**config.mk**
```make
export PLATFORM = sky130hd
export DESIGN_NAME = standby_pin_state_control
export DESIGN_NICKNAME = d
export VERILOG_FILES = /design/src/standby_pin_pkg.sv /design/src/standby_axil_slave.sv /design/src/standby_pin_state_control.sv
export VERILOG_INCLUDE_DIRS = /design/src
export SDC_FILE = /design/constraint.sdc
export NUM_CORES = 1
export LEC_CHECK = 0
export BUFFER_PORTS_ARGS = -buffer_cell sky130_fd_sc_hd__buf_4
export CAP_MARGIN = 20
export CELL_PAD_IN_SITES_DETAIL_PLACEMENT = 1
export CELL_PAD_IN_SITES_GLOBAL_PLACEMENT = 1
export CORE_MARGIN = 2
export CORE_UTILIZATION = 38
export CTS_CLUSTER_DIAMETER = 200
export DETAILED_ROUTE_END_ITERATION = 12
export PLACE_DENSITY_LB_ADDON = 0.1
export SLEW_MARGIN = 10
export SYNTH_ARGS = -nofsm -noshare
export SYNTH_HDL_FRONTEND = slang
export SYNTH_SLANG_ARGS = --single-unit
```
**constraint.sdc**
```tcl
create_clock -name aclk -period 2.15 [get_ports aclk]
set_input_delay 0.3225 -clock aclk [delete_from_list [all_inputs] [get_ports aclk]]
set_output_delay 0.3225 -clock aclk [all_outputs]
set_load 0.05 [all_outputs]
```
**src/standby_pin_defines.svh**
```systemverilog
// Offsets, field positions, reset values and pin roles of the standby pin block
`ifndef STANDBY_PIN_DEFINES_SVH
`define STANDBY_PIN_DEFINES_SVH

`define SPC_NPINS 8
`define SPC_OFF_CTRL 8'h00
`define SPC_OFF_PORT_OUT 8'h04
`define SPC_OFF_PORT_DIR 8'h08
`define SPC_OFF_PULLUP 8'h0C
`define SPC_OFF_PORT_IN 8'h10
`define SPC_OFF_FUNC 8'h14
`define SPC_OFF_EXTINT_EN 8'h18
`define SPC_OFF_TOUCH_SEL 8'h1C
`define SPC_OFF_STATUS 8'h20

`define SPC_CTRL_FLOAT_BIT 0
`define SPC_CTRL_MODE_LSB 1
`define SPC_FUNC_CMP_OUT 0
`define SPC_FUNC_BEEP 1
`define SPC_FUNC_TSC_DOUT 2
`define SPC_FUNC_TSC_RUN 3
`define SPC_FUNC_CMP_IRQ 4
`define SPC_FUNC_TOUCH_IRQ 5

`define SPC_RESET_BYTE 8'h00
`define SPC_PIN_CMP_OUT 0
`define SPC_PIN_BEEP 1
`define SPC_PIN_TSC_DOUT 2
`define SPC_TOUCH_MASK 8'hF0

`define SPC_RESP_OKAY 2'h0
`define SPC_RESP_SLVERR 2'h2

`endif

```
**src/standby_pin_pkg.sv**
```systemverilog
// Types shared by the standby pin block and its bus slave
`default_nettype none
package standby_pin_pkg;

  typedef enum logic [1:0] {
    mode_normal = 2'h0,
    mode_sleep = 2'h1,
    mode_stop = 2'h2,
    mode_watch = 2'h3
  } mode_req_e;

  typedef enum logic [3:0] {
    st_normal = 4'h1,
    st_sleep = 4'h2,
    st_stop = 4'h4,
    st_watch = 4'h8
  } power_state_e;

  typedef struct packed {
    logic en;
    logic [7:0] addr;
    logic [7:0] data;
  } reg_wr_s;

  typedef struct packed {
    logic [7:0] out;
    logic [7:0] oe;
    logic [7:0] pu;
  } pin_drive_s;

endpackage
`default_nettype wire

```
**src/standby_axil_slave.sv**
```systemverilog
// AXI4-Lite slave front end for the standby pin registers
`timescale 1ns/10ps
`default_nettype none
`include "standby_pin_defines.svh"

module standby_axil_slave
  import standby_pin_pkg::*;
(
  // Clock and reset
  input wire logic aclk,
  input wire logic aresetn,
  // Write channels
  input wire logic [7:0] awaddr,
  input wire logic awvalid,
  output logic awready,
  input wire logic [31:0] wdata,
  input wire logic [3:0] wstrb,
  input wire logic wvalid,
  output logic wready,
  output logic [1:0] bresp,
  output logic bvalid,
  input wire logic bready,
  // Read channels
  input wire logic [7:0] araddr,
  input wire logic arvalid,
  output logic arready,
  output logic [31:0] rdata,
  output logic [1:0] rresp,
  output logic rvalid,
  input wire logic rready,
  // Register side
  output reg_wr_s wr,
  input wire logic wr_ok,
  input wire logic [7:0] rd_byte,
  input wire logic rd_ok
);

  logic next_awready;
  logic next_wready;
  logic next_bvalid;
  logic [1:0] next_bresp;
  logic next_arready;
  logic next_rvalid;
  logic [1:0] next_rresp;
  logic [31:0] next_rdata;
  logic wr_take;
  logic rd_take;

  // Both write items taken together, one at a time
  assign wr_take = awvalid && wvalid && !bvalid && !awready;
  assign rd_take = arvalid && !rvalid && !arready;
  assign wr.en = wr_take && wstrb[0];
  assign wr.addr = awaddr;
  assign wr.data = wdata[7:0];

  always_comb
  begin
    next_awready = wr_take;
    next_wready = wr_take;
    next_bvalid = bvalid;
    next_bresp = bresp;
    if (wr_take)
    begin
      next_bvalid = 1'b1;
      next_bresp = wr_ok ? `SPC_RESP_OKAY : `SPC_RESP_SLVERR;
    end
    else if (bvalid && bready)
      next_bvalid = 1'b0;
    next_arready = rd_take;
    next_rvalid = rvalid;
    next_rresp = rresp;
    next_rdata = rdata;
    if (rd_take)
    begin
      next_rvalid = 1'b1;
      next_rresp = rd_ok ? `SPC_RESP_OKAY : `SPC_RESP_SLVERR;
      next_rdata = {24'h000000, rd_byte};
    end
    else if (rvalid && rready)
      next_rvalid = 1'b0;
  end

  always_ff @(posedge aclk)
  begin
    if (!aresetn)
    begin
      awready <= 1'b0;
      wready <= 1'b0;
      bvalid <= 1'b0;
      bresp <= `SPC_RESP_OKAY;
      arready <= 1'b0;
      rvalid <= 1'b0;
      rresp <= `SPC_RESP_OKAY;
      rdata <= 32'h00000000;
    end
    else
    begin
      awready <= next_awready;
      wready <= next_wready;
      bvalid <= next_bvalid;
      bresp <= next_bresp;
      arready <= next_arready;
      rvalid <= next_rvalid;
      rresp <= next_rresp;
      rdata <= next_rdata;
    end
  end

endmodule
`default_nettype wire

```
**src/standby_pin_state_control.sv**
```systemverilog
// Standby pin state control: port pins across run, sleep, stop, watch and reset
//
// The AXI4-Lite register port and the register addresses were chosen for this implementation.
`timescale 1ns/10ps
`default_nettype none
`include "standby_pin_defines.svh"

// Function
// [RULE1] Stop/watch: float bit 0 holds last output, 1 floats the pin.
// [RULE2] Blocked pins feed no direct input into internal logic.
// [RULE3] Standby and reset pin states apply to pins used as ports.
// [RULE4] In reset pins float, input seen but drives no function.
// [RULE5] Board must pull enabled inputs up or down to avoid leakage.
// [RULE6] Input-enabled pin used as output behaves like any output.
// [RULE7] Floated pins keep configured pull-up in force.
// [RULE8] Enabled external interrupts still detected while input blocked.
// [RULE9] Enabled comparator interrupt still raised while input blocked.
// [RULE10] Comparator output pin drives in standby only if bit 0 and enabled.
// [RULE11] Beep pin drives in standby only if bit 0 and beep enabled.
// [RULE12] Touch direct output drives in standby only if bit 0 and enabled.
// [RULE13] Touch pin outputs sense clock when controller runs, else follows bit.
// [RULE14] Enabled touch interrupt still raised while input blocked.
// [RULE15] Input-enabled pin passes its level to the selected function.
// [RULE16] Sleep behaves exactly like normal operation on the pins.
// [RULE17] Standby states apply on stop/watch entry, revert on wake-up.
module standby_pin_state_control
  import standby_pin_pkg::*;
(
  // Clock and reset
  input wire logic aclk,
  input wire logic aresetn,
  // AXI4-Lite register bus
  input wire logic [7:0] awaddr,
  input wire logic awvalid,
  output logic awready,
  input wire logic [31:0] wdata,
  input wire logic [3:0] wstrb,
  input wire logic wvalid,
  output logic wready,
  output logic [1:0] bresp,
  output logic bvalid,
  input wire logic bready,
  input wire logic [7:0] araddr,
  input wire logic arvalid,
  output logic arready,
  output logic [31:0] rdata,
  output logic [1:0] rresp,
  output logic rvalid,
  input wire logic rready,
  // Pins
  input wire logic [7:0] pin_in,
  output logic [7:0] pin_out,
  output logic [7:0] pin_oe,
  output logic [7:0] pin_pullup,
  // Peripheral outputs routed to pins
  input wire logic cmp_out_sig,
  input wire logic beep_sig,
  input wire logic tsc_dout_sig,
  input wire logic sense_clock_out,
  // Event sources
  input wire logic cmp_analog_event,
  input wire logic [7:0] touch_signal,
  input wire logic wake_req,
  // Gated inputs and interrupt requests
  output logic [7:0] func_in,
  output logic [7:0] ext_irq_req,
  output logic cmp_irq,
  output logic touch_irq,
  output logic in_standby
);

  reg_wr_s wr;
  logic wr_ok;
  logic rd_ok;
  logic [7:0] rd_byte;

  // Control registers
  logic standby_pin_float_select;
  logic [7:0] port_out;
  logic [7:0] port_dir;
  logic [7:0] pullup_en;
  logic [7:0] func_ctrl;
  logic [7:0] extint_en;
  logic [7:0] touch_sel;
  logic next_float;
  logic [7:0] next_port_out;
  logic [7:0] next_port_dir;
  logic [7:0] next_pullup_en;
  logic [7:0] next_func_ctrl;
  logic [7:0] next_extint_en;
  logic [7:0] next_touch_sel;

  // Power state and held pin image
  power_state_e state;
  power_state_e next_state;
  pin_drive_s held;
  pin_drive_s next_held;
  pin_drive_s run_drive;
  pin_drive_s next_drive;
  logic mode_wr;
  mode_req_e mode_req;
  logic standby;
  logic wake;

  // Input side
  logic [7:0] pin_prev;
  logic [7:0] touch_prev;
  logic [7:0] next_func_in;
  logic [7:0] next_ext_irq;
  logic next_cmp_irq;
  logic next_touch_irq;

  function automatic logic addr_known(input logic [7:0] a);
    addr_known = (a == `SPC_OFF_CTRL) || (a == `SPC_OFF_PORT_OUT) ||
      (a == `SPC_OFF_PORT_DIR) || (a == `SPC_OFF_PULLUP) ||
      (a == `SPC_OFF_PORT_IN) || (a == `SPC_OFF_FUNC) ||
      (a == `SPC_OFF_EXTINT_EN) || (a == `SPC_OFF_TOUCH_SEL) ||
      (a == `SPC_OFF_STATUS);
  endfunction

  standby_axil_slave u_bus (
    .aclk(aclk),
    .aresetn(aresetn),
    .awaddr(awaddr),
    .awvalid(awvalid),
    .awready(awready),
    .wdata(wdata),
    .wstrb(wstrb),
    .wvalid(wvalid),
    .wready(wready),
    .bresp(bresp),
    .bvalid(bvalid),
    .bready(bready),
    .araddr(araddr),
    .arvalid(arvalid),
    .arready(arready),
    .rdata(rdata),
    .rresp(rresp),
    .rvalid(rvalid),
    .rready(rready),
    .wr(wr),
    .wr_ok(wr_ok),
    .rd_byte(rd_byte),
    .rd_ok(rd_ok)
  );

  ////////////////////////////////////////////////////////////////////////////
  // Register writes and reads

  assign wr_ok = addr_known(wr.addr);
  assign rd_ok = addr_known(araddr);
  assign mode_wr = wr.en && (wr.addr == `SPC_OFF_CTRL);
  assign mode_req = mode_req_e'(wr.data[`SPC_CTRL_MODE_LSB +: 2]);
  assign standby = (state == st_stop) || (state == st_watch);

  always_comb
  begin
    next_float = standby_pin_float_select;
    next_port_out = port_out;
    next_port_dir = port_dir;
    next_pullup_en = pullup_en;
    next_func_ctrl = func_ctrl;
    next_extint_en = extint_en;
    next_touch_sel = touch_sel;
    if (wr.en)
    begin
      case (wr.addr)
        `SPC_OFF_CTRL: next_float = wr.data[`SPC_CTRL_FLOAT_BIT];
        `SPC_OFF_PORT_OUT: next_port_out = wr.data;
        `SPC_OFF_PORT_DIR: next_port_dir = wr.data;
        `SPC_OFF_PULLUP: next_pullup_en = wr.data;
        `SPC_OFF_FUNC: next_func_ctrl = wr.data;
        `SPC_OFF_EXTINT_EN: next_extint_en = wr.data;
        `SPC_OFF_TOUCH_SEL: next_touch_sel = wr.data;
        default: next_float = standby_pin_float_select;
      endcase
    end
  end

  always_comb
  begin
    case (araddr)
      `SPC_OFF_CTRL: rd_byte = {5'h00, state == st_watch || state == st_stop,
        state == st_watch || state == st_sleep, standby_pin_float_select};
      `SPC_OFF_PORT_OUT: rd_byte = port_out;
      `SPC_OFF_PORT_DIR: rd_byte = port_dir;
      `SPC_OFF_PULLUP: rd_byte = pullup_en;
      `SPC_OFF_PORT_IN: rd_byte = func_in;
      `SPC_OFF_FUNC: rd_byte = func_ctrl;
      `SPC_OFF_EXTINT_EN: rd_byte = extint_en;
      `SPC_OFF_TOUCH_SEL: rd_byte = touch_sel;
      `SPC_OFF_STATUS: rd_byte = {4'h0, state};
      default: rd_byte = 8'h00;
    endcase
  end

  always_ff @(posedge aclk)
  begin
    if (!aresetn)
    begin
      standby_pin_float_select <= 1'b0;
      port_out <= `SPC_RESET_BYTE;
      port_dir <= `SPC_RESET_BYTE;
      pullup_en <= `SPC_RESET_BYTE;
      func_ctrl <= `SPC_RESET_BYTE;
      extint_en <= `SPC_RESET_BYTE;
      touch_sel <= `SPC_RESET_BYTE;
    end
    else
    begin
      standby_pin_float_select <= next_float;
      port_out <= next_port_out;
      port_dir <= next_port_dir;
      pullup_en <= next_pullup_en;
      func_ctrl <= next_func_ctrl;
      extint_en <= next_extint_en;
      touch_sel <= next_touch_sel;
    end
  end

  ////////////////////////////////////////////////////////////////////////////
  // Power state; pin image frozen on stop or watch entry

  assign wake = wake_req || (|ext_irq_req) || cmp_irq || touch_irq;

  always_comb
  begin
    next_state = state;
    case (state)
      st_normal, st_sleep:
      begin
        if (mode_wr)
        begin
          case (mode_req)
            mode_sleep: next_state = st_sleep;
            mode_stop: next_state = st_stop;
            mode_watch: next_state = st_watch;
            default: next_state = st_normal;
          endcase
        end
        else if (state == st_sleep && wake)
          next_state = st_normal;
      end
      st_stop, st_watch:
      begin
        if (wake)
          next_state = st_normal; // RULE17
      end
      default: next_state = st_normal;
    endcase
  end

  // Normal and sleep drive the same image
  always_comb
  begin
    run_drive.out = port_out; // RULE6
    run_drive.oe = port_dir; // RULE16
    run_drive.pu = pullup_en;
    if (func_ctrl[`SPC_FUNC_CMP_OUT])
    begin
      run_drive.out[`SPC_PIN_CMP_OUT] = cmp_out_sig;
      run_drive.oe[`SPC_PIN_CMP_OUT] = 1'b1;
    end
    if (func_ctrl[`SPC_FUNC_BEEP])
    begin
      run_drive.out[`SPC_PIN_BEEP] = beep_sig;
      run_drive.oe[`SPC_PIN_BEEP] = 1'b1;
    end
    if (func_ctrl[`SPC_FUNC_TSC_DOUT])
    begin
      run_drive.out[`SPC_PIN_TSC_DOUT] = tsc_dout_sig;
      run_drive.oe[`SPC_PIN_TSC_DOUT] = 1'b1;
    end
  end

  always_comb
  begin
    next_held = held;
    if (!standby && (next_state == st_stop || next_state == st_watch))
      next_held = run_drive; // RULE17
    next_drive = run_drive;
    if (standby)
    begin
      next_drive.pu = pullup_en; // RULE7
      next_drive.out = held.out; // RULE3
      next_drive.oe = standby_pin_float_select ? 8'h00 : held.oe; // RULE1
      if (!standby_pin_float_select && func_ctrl[`SPC_FUNC_CMP_OUT])
        next_drive.out[`SPC_PIN_CMP_OUT] = cmp_out_sig; // RULE10
      else if (func_ctrl[`SPC_FUNC_CMP_OUT])
        next_drive.oe[`SPC_PIN_CMP_OUT] = 1'b0; // RULE10
      if (!standby_pin_float_select && func_ctrl[`SPC_FUNC_BEEP])
        next_drive.out[`SPC_PIN_BEEP] = beep_sig; // RULE11
      else if (func_ctrl[`SPC_FUNC_BEEP])
        next_drive.oe[`SPC_PIN_BEEP] = 1'b0; // RULE11
      if (!standby_pin_float_select && func_ctrl[`SPC_FUNC_TSC_DOUT])
        next_drive.out[`SPC_PIN_TSC_DOUT] = tsc_dout_sig; // RULE12
      else if (func_ctrl[`SPC_FUNC_TSC_DOUT])
        next_drive.oe[`SPC_PIN_TSC_DOUT] = 1'b0; // RULE12
      if (func_ctrl[`SPC_FUNC_TSC_RUN])
      begin
        for (int i = 0; i < `SPC_NPINS; i++)
        begin
          if (touch_sel[i] && ((`SPC_TOUCH_MASK & (8'h01 << i)) != 8'h00))
          begin
            next_drive.out[i] = sense_clock_out; // RULE13
            next_drive.oe[i] = 1'b1; // RULE13
          end
        end
      end
    end
  end

  always_ff @(posedge aclk)
  begin
    if (!aresetn)
    begin
      state <= st_normal;
      held <= '0;
      pin_out <= 8'h00;
      pin_oe <= 8'h00; // RULE4
      pin_pullup <= 8'h00;
      in_standby <= 1'b0;
    end
    else
    begin
      state <= next_state;
      held <= next_held;
      pin_out <= next_drive.out;
      pin_oe <= next_drive.oe;
      pin_pullup <= next_drive.pu;
      in_standby <= standby;
    end
  end

  ////////////////////////////////////////////////////////////////////////////
  // Input gates and wake-capable events

  always_comb
  begin
    next_func_in = standby ? 8'h00 : pin_in; // RULE2 RULE15
    next_ext_irq = extint_en & pin_in & ~pin_prev; // RULE8
    next_cmp_irq = cmp_analog_event && func_ctrl[`SPC_FUNC_CMP_IRQ]; // RULE9
    next_touch_irq = func_ctrl[`SPC_FUNC_TOUCH_IRQ] &&
      (|(touch_sel & `SPC_TOUCH_MASK & touch_signal & ~touch_prev)); // RULE14
  end

  always_ff @(posedge aclk)
  begin
    if (!aresetn)
    begin
      pin_prev <= 8'h00;
      touch_prev <= 8'h00;
      func_in <= 8'h00; // RULE4
      ext_irq_req <= 8'h00;
      cmp_irq <= 1'b0;
      touch_irq <= 1'b0;
    end
    else
    begin
      pin_prev <= pin_in;
      touch_prev <= touch_signal;
      func_in <= next_func_in;
      ext_irq_req <= next_ext_irq;
      cmp_irq <= next_cmp_irq;
      touch_irq <= next_touch_irq;
    end
  end

endmodule
`default_nettype wire

```
==> impl_metrics.csv, run 1 <==
group,metric,value,unit
clocking,cts_made_buffers,17,
synth,synth_seq_cells,138,
worst_setup_path,cp.required,2.47,ns
global_route,grt_max_degree,86,
floorplanning,start_util,39.3,%
timing,fmax,0.525,GHz
synth,synth_top_area_share,48.0,%
detailed_routing,wl_per_cell,19.0,um
pwr,seq_power_share,42.3,%
global_route,grt_pass1_vias,5005,
synth,yosys-top-cells-area,"dfxtp_1 (48%), nand2_1 (6.8%), nand3_1 (4.1%), buf_4 (3.8%), a21oi_1 (3.5%)",
global_route,grt_remaining_overflow,0,
pwr,comb_power_share,7.5,%
timing,finalClockSkew,0.00735,ns
floorplanning,io_pins,165,
layout,layout.cells.non_filler,945,
clocking,hold_buffers,0,
pwr,ir_worst_vdd,0.574,mV
pwr,clockPowerShare,50.2,%
global_route,grt_use_total,22.4,%
detailed_routing,first_iter_violations,400,
synth,yosys.cell_types.count,58,
synth,syn_area,5760,sq um
worst_setup_path,critPathBufInv,1,
layout,layout-drive-gt1-share,24.7,%
clocking,clock-sinks,138,
worst_setup_path,crit_slowest_cell,"a31o_2",
clocking,clkSlewWorstSetupHoldPaths,0.06,ns
placed_design,io_buffers,107,
worst_setup_path,critPathTopFamily,"simple AND/OR/NAND/NOR gates",
clocking,cts_htree_levels,4,
layout,final_nets,829,
detailed_routing,ant_nets,0,
detailed_routing,routed_wl,18.0,mm
detailed_routing,vias_per_cell,5.31,
detailed_routing,drc,0,
timing,drv_slew,0,
placed_design,gp_routability_congestion,0.858,
synth,ys_seq_area_share,48.0,%
placed_design,dp.final_hpwl,13.0,mm
layout,syn_to_final_growth,26.0,%
timing,min_period_over_period,88.6,%
worst_setup_path,path_max_fanout,16,
synth,synth_top_cell_by_area,"dfxtp_1",
placed_design,dpl.cell_count,912,
pwr,p_sw_share,24.3,%
synth,yosysWarningCount,0,
worst_setup_path,crit_type,"reg -> reg",
clocking,clock_insertion_delay_worst_skew,0.43,ns
worst_setup_path,end_kind,"register",
detailed_routing,vias,5018,
worst_setup_path,worst-endpoint-arrival,2.23,ns
global_route,grt_pass1_wl,27.7,mm
synth,avgSynthCellArea,8.84,sq um
synth,netlist_instances,651,
timing,rsz0062_at_grt,"no",
worst_setup_path,crit_path_start_kind,"register",
timing,hold_violations,0,
floorplanning,fp.dieW,127,um
worst_setup_path,worstPathCellList,"nor4bb_1 > buf_4 > and3_2 > nand4b_4 > a31o_2",
outcome,outcome,"finished clean",
clocking,clock_path_buffers,2,
layout,utilization,49.5,%
pwr,power.internal,4650,uW
run,drv_cap,0,
floorplanning,core-area,14600,sq um
synth,async_flop_share,0,%
timing,setup_viol,0,
pwr,p_sw,1500,uW
worst_setup_path,slowest_delay,0.34,ns
detailed_routing,drtPass1Iterations,4,
synth,synth_edf_count,0,
global_route,antenna_found_initial,0,
floorplanning,placementRows,44,
timing,fin_crit,1.91,ns
floorplanning,die_h,127,um
pwr,p_leak,0.00298,uW
clocking,cts_tree,"yes",
synth,synth_commonest_cells,"dfxtp_1 (138), nand2_1 (104), nand3_1 (47)",
layout,antenna-diode-count,0,
hold_path,hold_path.class,"in -> reg",
floorplanning,die_area,16100,sq um
synth,ys_dominant_reg_cell,"dfxtp_1",
clocking,clock-root-buffer,"clkbuf_16",
synth,yosysMostFrequentCell,"dfxtp_1",
pwr,powerDensity,847,nW/um^2
[final timing paths]
path / slack (ns) / cells after the start / endpoint / startpoint
max: 0.24 / 5 / extint_en[4] / u_bus.bvalid
min reg2reg: 0.39 / 1 / ext_irq_req[4] / pin_prev[4]
max reg2reg: 0.24 / 5 / extint_en[4] / u_bus.bvalid
min: 0.11 / 2 / touch_prev[4] / touch_signal[4]
[through the flow]
step / total power, uW / instance area [sq um] / hold WS (ns) / TNS, ns / setup slack, ns
2_1_floorplan: 2980 / 5850 / 0.373 / 0 / 0.203
3_3_place_gp: 3110 / 6610 / 0.377 / 0 / 0.103
3_5_place_dp: 3120 / 6610 / 0.384 / -0.0470 / -0.0218
4_1_cts: 6190 / 7240 / 0.0958 / 0 / 0.0109
5_1_grt: 6340 / 7250 / 0.103 / 0 / 0.0959
6_report: 6150 / 7250 / 0.111 / 0 / 0.245
[metal layers]
layer	vias to the layer above	GRT usage, %	wire length, um
met4	0	7.82	268
li1	2415	-	-
met2	139	35.8	8650
met3	21	4.27	1010
met5	-	0	0
met1	2443	30.5	8040
[layout make-up]
class	instances	area, sq um
Multi-Input combinational cell	448	2620
Fill cell	1708	7390
Clock buffer	21	470
Inverter	18	67.6
Timing Repair Buffer	125	951
Sequential cell	138	2760
Clock inverter	11	158
Tap cell	184	230
[power groups by stage]
stage	sequential (uW)	clock [uW]	combinational [uW]
after floorplan	2710	0	277
after global placement	2660	0	451
after detailed placement	2660	0	458
after CTS	2600	3130	460
after global routing	2600	3250	489
final	2600	3080	460
[cells by family after synthesis]
group           share of synthesized area [%]
xor+xnor                                0.457
buf+inv                                  8.45
compound gates                           14.6
flops                                    48.0
mux                                      5.96
other cells                            0.0651
simple gates                             22.5
[registers in the layout (all words and copies together) (netlist names), 4 cells and up]
signal / cells
held: 16
ext_irq_req: 8
extint_en: 8
func_ctrl: 8
func_in: 8
pin_oe: 8
pin_out: 8
pin_prev: 8
pin_pullup: 8
port_dir: 8
port_out: 8
pullup_en: 8
touch_sel: 8
u_bus.rdata: 8
state: 4
touch_prev: 4
[worst reg2reg max path, delay by kind of cell, from the launching register on]
family                 cells  cell delay [ns]
AOI/OAI and AO/OA          1             0.35
DFF                        1             0.32
buffers and inverters      1             0.21
and+or+nand+nor            3             0.93
[cell usage in the layout (no fill, tap or decap), drive strengths merged, types with 3 or more instances in the layout]
cell type / count
inv: 22
a221oi: 6
nor3b: 9
nor2b: 5
mux2: 10
dfxtp: 138
o311a: 3
o21ai: 40
o22ai: 3
nand3: 48
buf: 125
mux4: 4
and2: 14
nand4b: 3
nor2: 42
conb: 26
nand4: 4
nor4: 5
a311oi: 9
o32ai: 4
mux2i: 14
a31oi: 6
nand2: 104
bufinv: 3
clkbuf: 21
o311ai: 3
nand2b: 4
nor3: 11
a21o: 3
a31o: 6
a21oi: 40
[what timing repair did]
item,4_1_cts,5_1_grt
buffers inserted,0,1
endpoints found under the setup margin,0,16
gates resized for setup,0,2
Note: power is estimated with default switching activity, not from simulation.
==> inputs of run 2 (changes only) <==
Settings changed: BUFFER_PORTS_ARGS -buffer_cell sky130_fd_sc_hd__buf_4 to -buffer_cell sky130_fd_sc_hd__buf_2.
==> run 2 against run 1 <==
Against the previous run: largest power group unchanged; flip-flop and latch count did not move; final cell count grew 0.32%; clock skew is 0.0068 ns higher; fmax hardly changed; clock-buffer cell count fell by 3; die area did not move; clock power down 8.8%; critical path depth is 2 higher; sequential power about the same; design area decreased by 4.3%; non-clock buffer count rose by 3; via count decreased by 2.1%.
==> impl_metrics.csv, run 2 (synthesis gave the netlist of run 1 again) <==
group,metric,value,unit
timing,fmax,0.525,GHz
outcome,outcome,"finished clean",
clocking,clkSlewWorstSetupHoldPaths,0.06,ns
layout,top_register,"held",
floorplanning,die_area,16100,sq um
layout,final_nets,832,
clocking,clock_path_buffers,2,
floorplanning,placementRows,44,
floorplanning,start_util,39.3,%
timing,drv_slew,0,
run,drv_cap,0,
clocking,cts_tree,"yes",
layout,regArea,2760,sq um
worst_setup_path,cpMostUsedCell,"buf_4",
worst_setup_path,worstPathCellList,"nor4bb_1 > buf_4 > nand4_1 > or3_1 > buf_4 > nand2_1 > a21oi_1",
floorplanning,io_pins,165,
pwr,p_leak,0.00293,uW
detailed_routing,ant_nets,0,
placed_design,dp.final_hpwl,13.0,mm
pwr,ir_worst_vdd,0.543,mV
worst_setup_path,crit_path_start_kind,"register",
worst_setup_path,crit_type,"reg -> reg",
global_route,grt_use_met2,35.0,%
timing,fin_crit,1.91,ns
pwr,powerDensity,841,nW/um^2
floorplanning,core-area,14600,sq um
placed_design,post-place-ws,0.0479,ns
timing,fin_ws,0.244,ns
pwr,finalPower,5840,uW
layout,multi_input_area,2620,sq um
global_route,grt_pass1_vias,4954,
layout,final_cell_mix,"dfxtp_1 (138), buf_2 (107), nand2_1 (104)",
global_route,use_met3,5.90,%
detailed_routing,drc,0,
global_route,grtUsageMet1,29.7,%
layout,stdcell_area,6950,sq um
hold_path,whs_endpoint,"touch_prev[5]",
worst_setup_path,critPathBufInv,2,
clocking,clock-sinks,138,
placed_design,gp_routability_congestion,0.864,
detailed_routing,first_iter_violations,327,
timing,min_period_over_period,88.7,%
worst_setup_path,r2r-end,"held[10]",
global_route,gr-max-usage-layer,"met2",
placed_design,placed_area,6360,sq um
worst_setup_path,reg2reg_slack,0.24,ns
floorplanning,fp.dieW,127,um
global_route,grt_use_total,22.1,%
worst_setup_path,worst-endpoint-arrival,2.20,ns
clocking,cts_htree_levels,4,
layout,largest_register_ffs,16,
hold_path,hold_path.startpoint,"touch_signal[5]",
detailed_routing,drtPass1Iterations,4,
detailed_routing,wl_per_cell,18.6,um
layout,syn_to_final_growth,20.6,%
layout,layout_commonest_cell,"dfxtp_1",
clocking,clock_insertion_delay_worst_skew,0.43,ns
global_route,grt_remaining_overflow,0,
global_route,antenna_found_initial,0,
hold_path,hold_path.class,"in -> reg",
global_route,grt_max_degree,86,
detailed_routing,routed_wl,17.6,mm
timing,setup_viol,0,
layout,antenna-diode-count,0,
timing,finalClockSkew,0.0141,ns
timing,setup_tns,0,ns
layout,fill_cells,1752,
placed_design,io_buffers,107,
worst_setup_path,cp.required,2.45,ns
timing,rsz0062_at_grt,"no",
worst_setup_path,rr_worst_depth,7,
worst_setup_path,crit_slowest_cell,"or3_1",
layout,layout-drive-gt1-share,25.0,%
detailed_routing,vias_per_cell,5.18,
detailed_routing,vias,4914,
hold_path,min_path_cells,2,
global_route,grt_pass1_wl,27.3,mm
worst_setup_path,r2r_start,"u_bus.bvalid",
clocking,cts_made_buffers,17,
worst_setup_path,critPathTopFamily,"simple AND/OR/NAND/NOR gates",
worst_setup_path,slowest_delay,0.39,ns
floorplanning,die_h,127,um
worst_setup_path,path_max_fanout,16,
timing,hold_violations,0,
worst_setup_path,end_kind,"register",
clocking,clock-root-buffer,"clkbuf_16",
-- run 2: metrics by stage --
| step | hold slack, ns | cells | util, % |
|---|---|---|---|
| detailed placement | 0.385 | 915 | 43.5 |
| CTS | 0.106 | 947 | 47.3 |
| finish | 0.122 | 948 | 47.4 |
| floorplan | 0.373 | 676 | - |
| global route | 0.114 | 948 | 47.4 |
| global placement | 0.378 | 915 | 43.5 |
-- run 2: worst register-to-register path: cells and delay by family, from the launching register on --
family	cells	cell delay [ns]
DFF	1	0.33
AOI/OAI and AO/OA	1	0.06
and+or+nand+nor	4	0.96
buffers and inverters	2	0.42
-- run 2: cell type report --
type / instances / area share (%)
Sequential cell: 138 / 39.8
Multi-Input combinational cell: 448 / 37.7
Timing Repair Buffer: 128 / 10.2
Clock buffer: 18 / 6.18
Tap cell: 184 / 3.31
Clock inverter: 14 / 1.95
Inverter: 18 / 0.973
-- run 2: where the power goes --
group / internal, uW / total, uW / switching, uW
clock: 1610 / 2810 / 1200
combinational: 99.3 / 425 / 325
sequential: 2590 / 2600 / 16.9
total: 4300 / 5840 / 1540
-- run 2: worst max path at each step --
stage          cells past startpoint  slack (ns)          from            to
6_report                           7        0.24  u_bus.bvalid      held[10]
3_5_place_dp                       6        0.05     awaddr[1]   port_out[0]
5_1_grt                            5        0.11  u_bus.bvalid  extint_en[2]
3_3_place_gp                       6        0.12     awaddr[1]   port_out[6]
2_1_floorplan                      8        0.20  u_bus.bvalid      held[14]
4_1_cts                            6        0.13  u_bus.bvalid   port_out[0]
-- run 2: metal layers --
metal,wire length (um),vias up
li1,-,2428
met1,8510,2353
met2,8010,117
met3,861,16
met4,253,0
met5,0,-
-- run 2: timing repair --
action	in CTS	in global routing
endpoints found under the setup margin	0	14
setup buffers	0	1
resized for setup	0	2
hold buffers	0	0
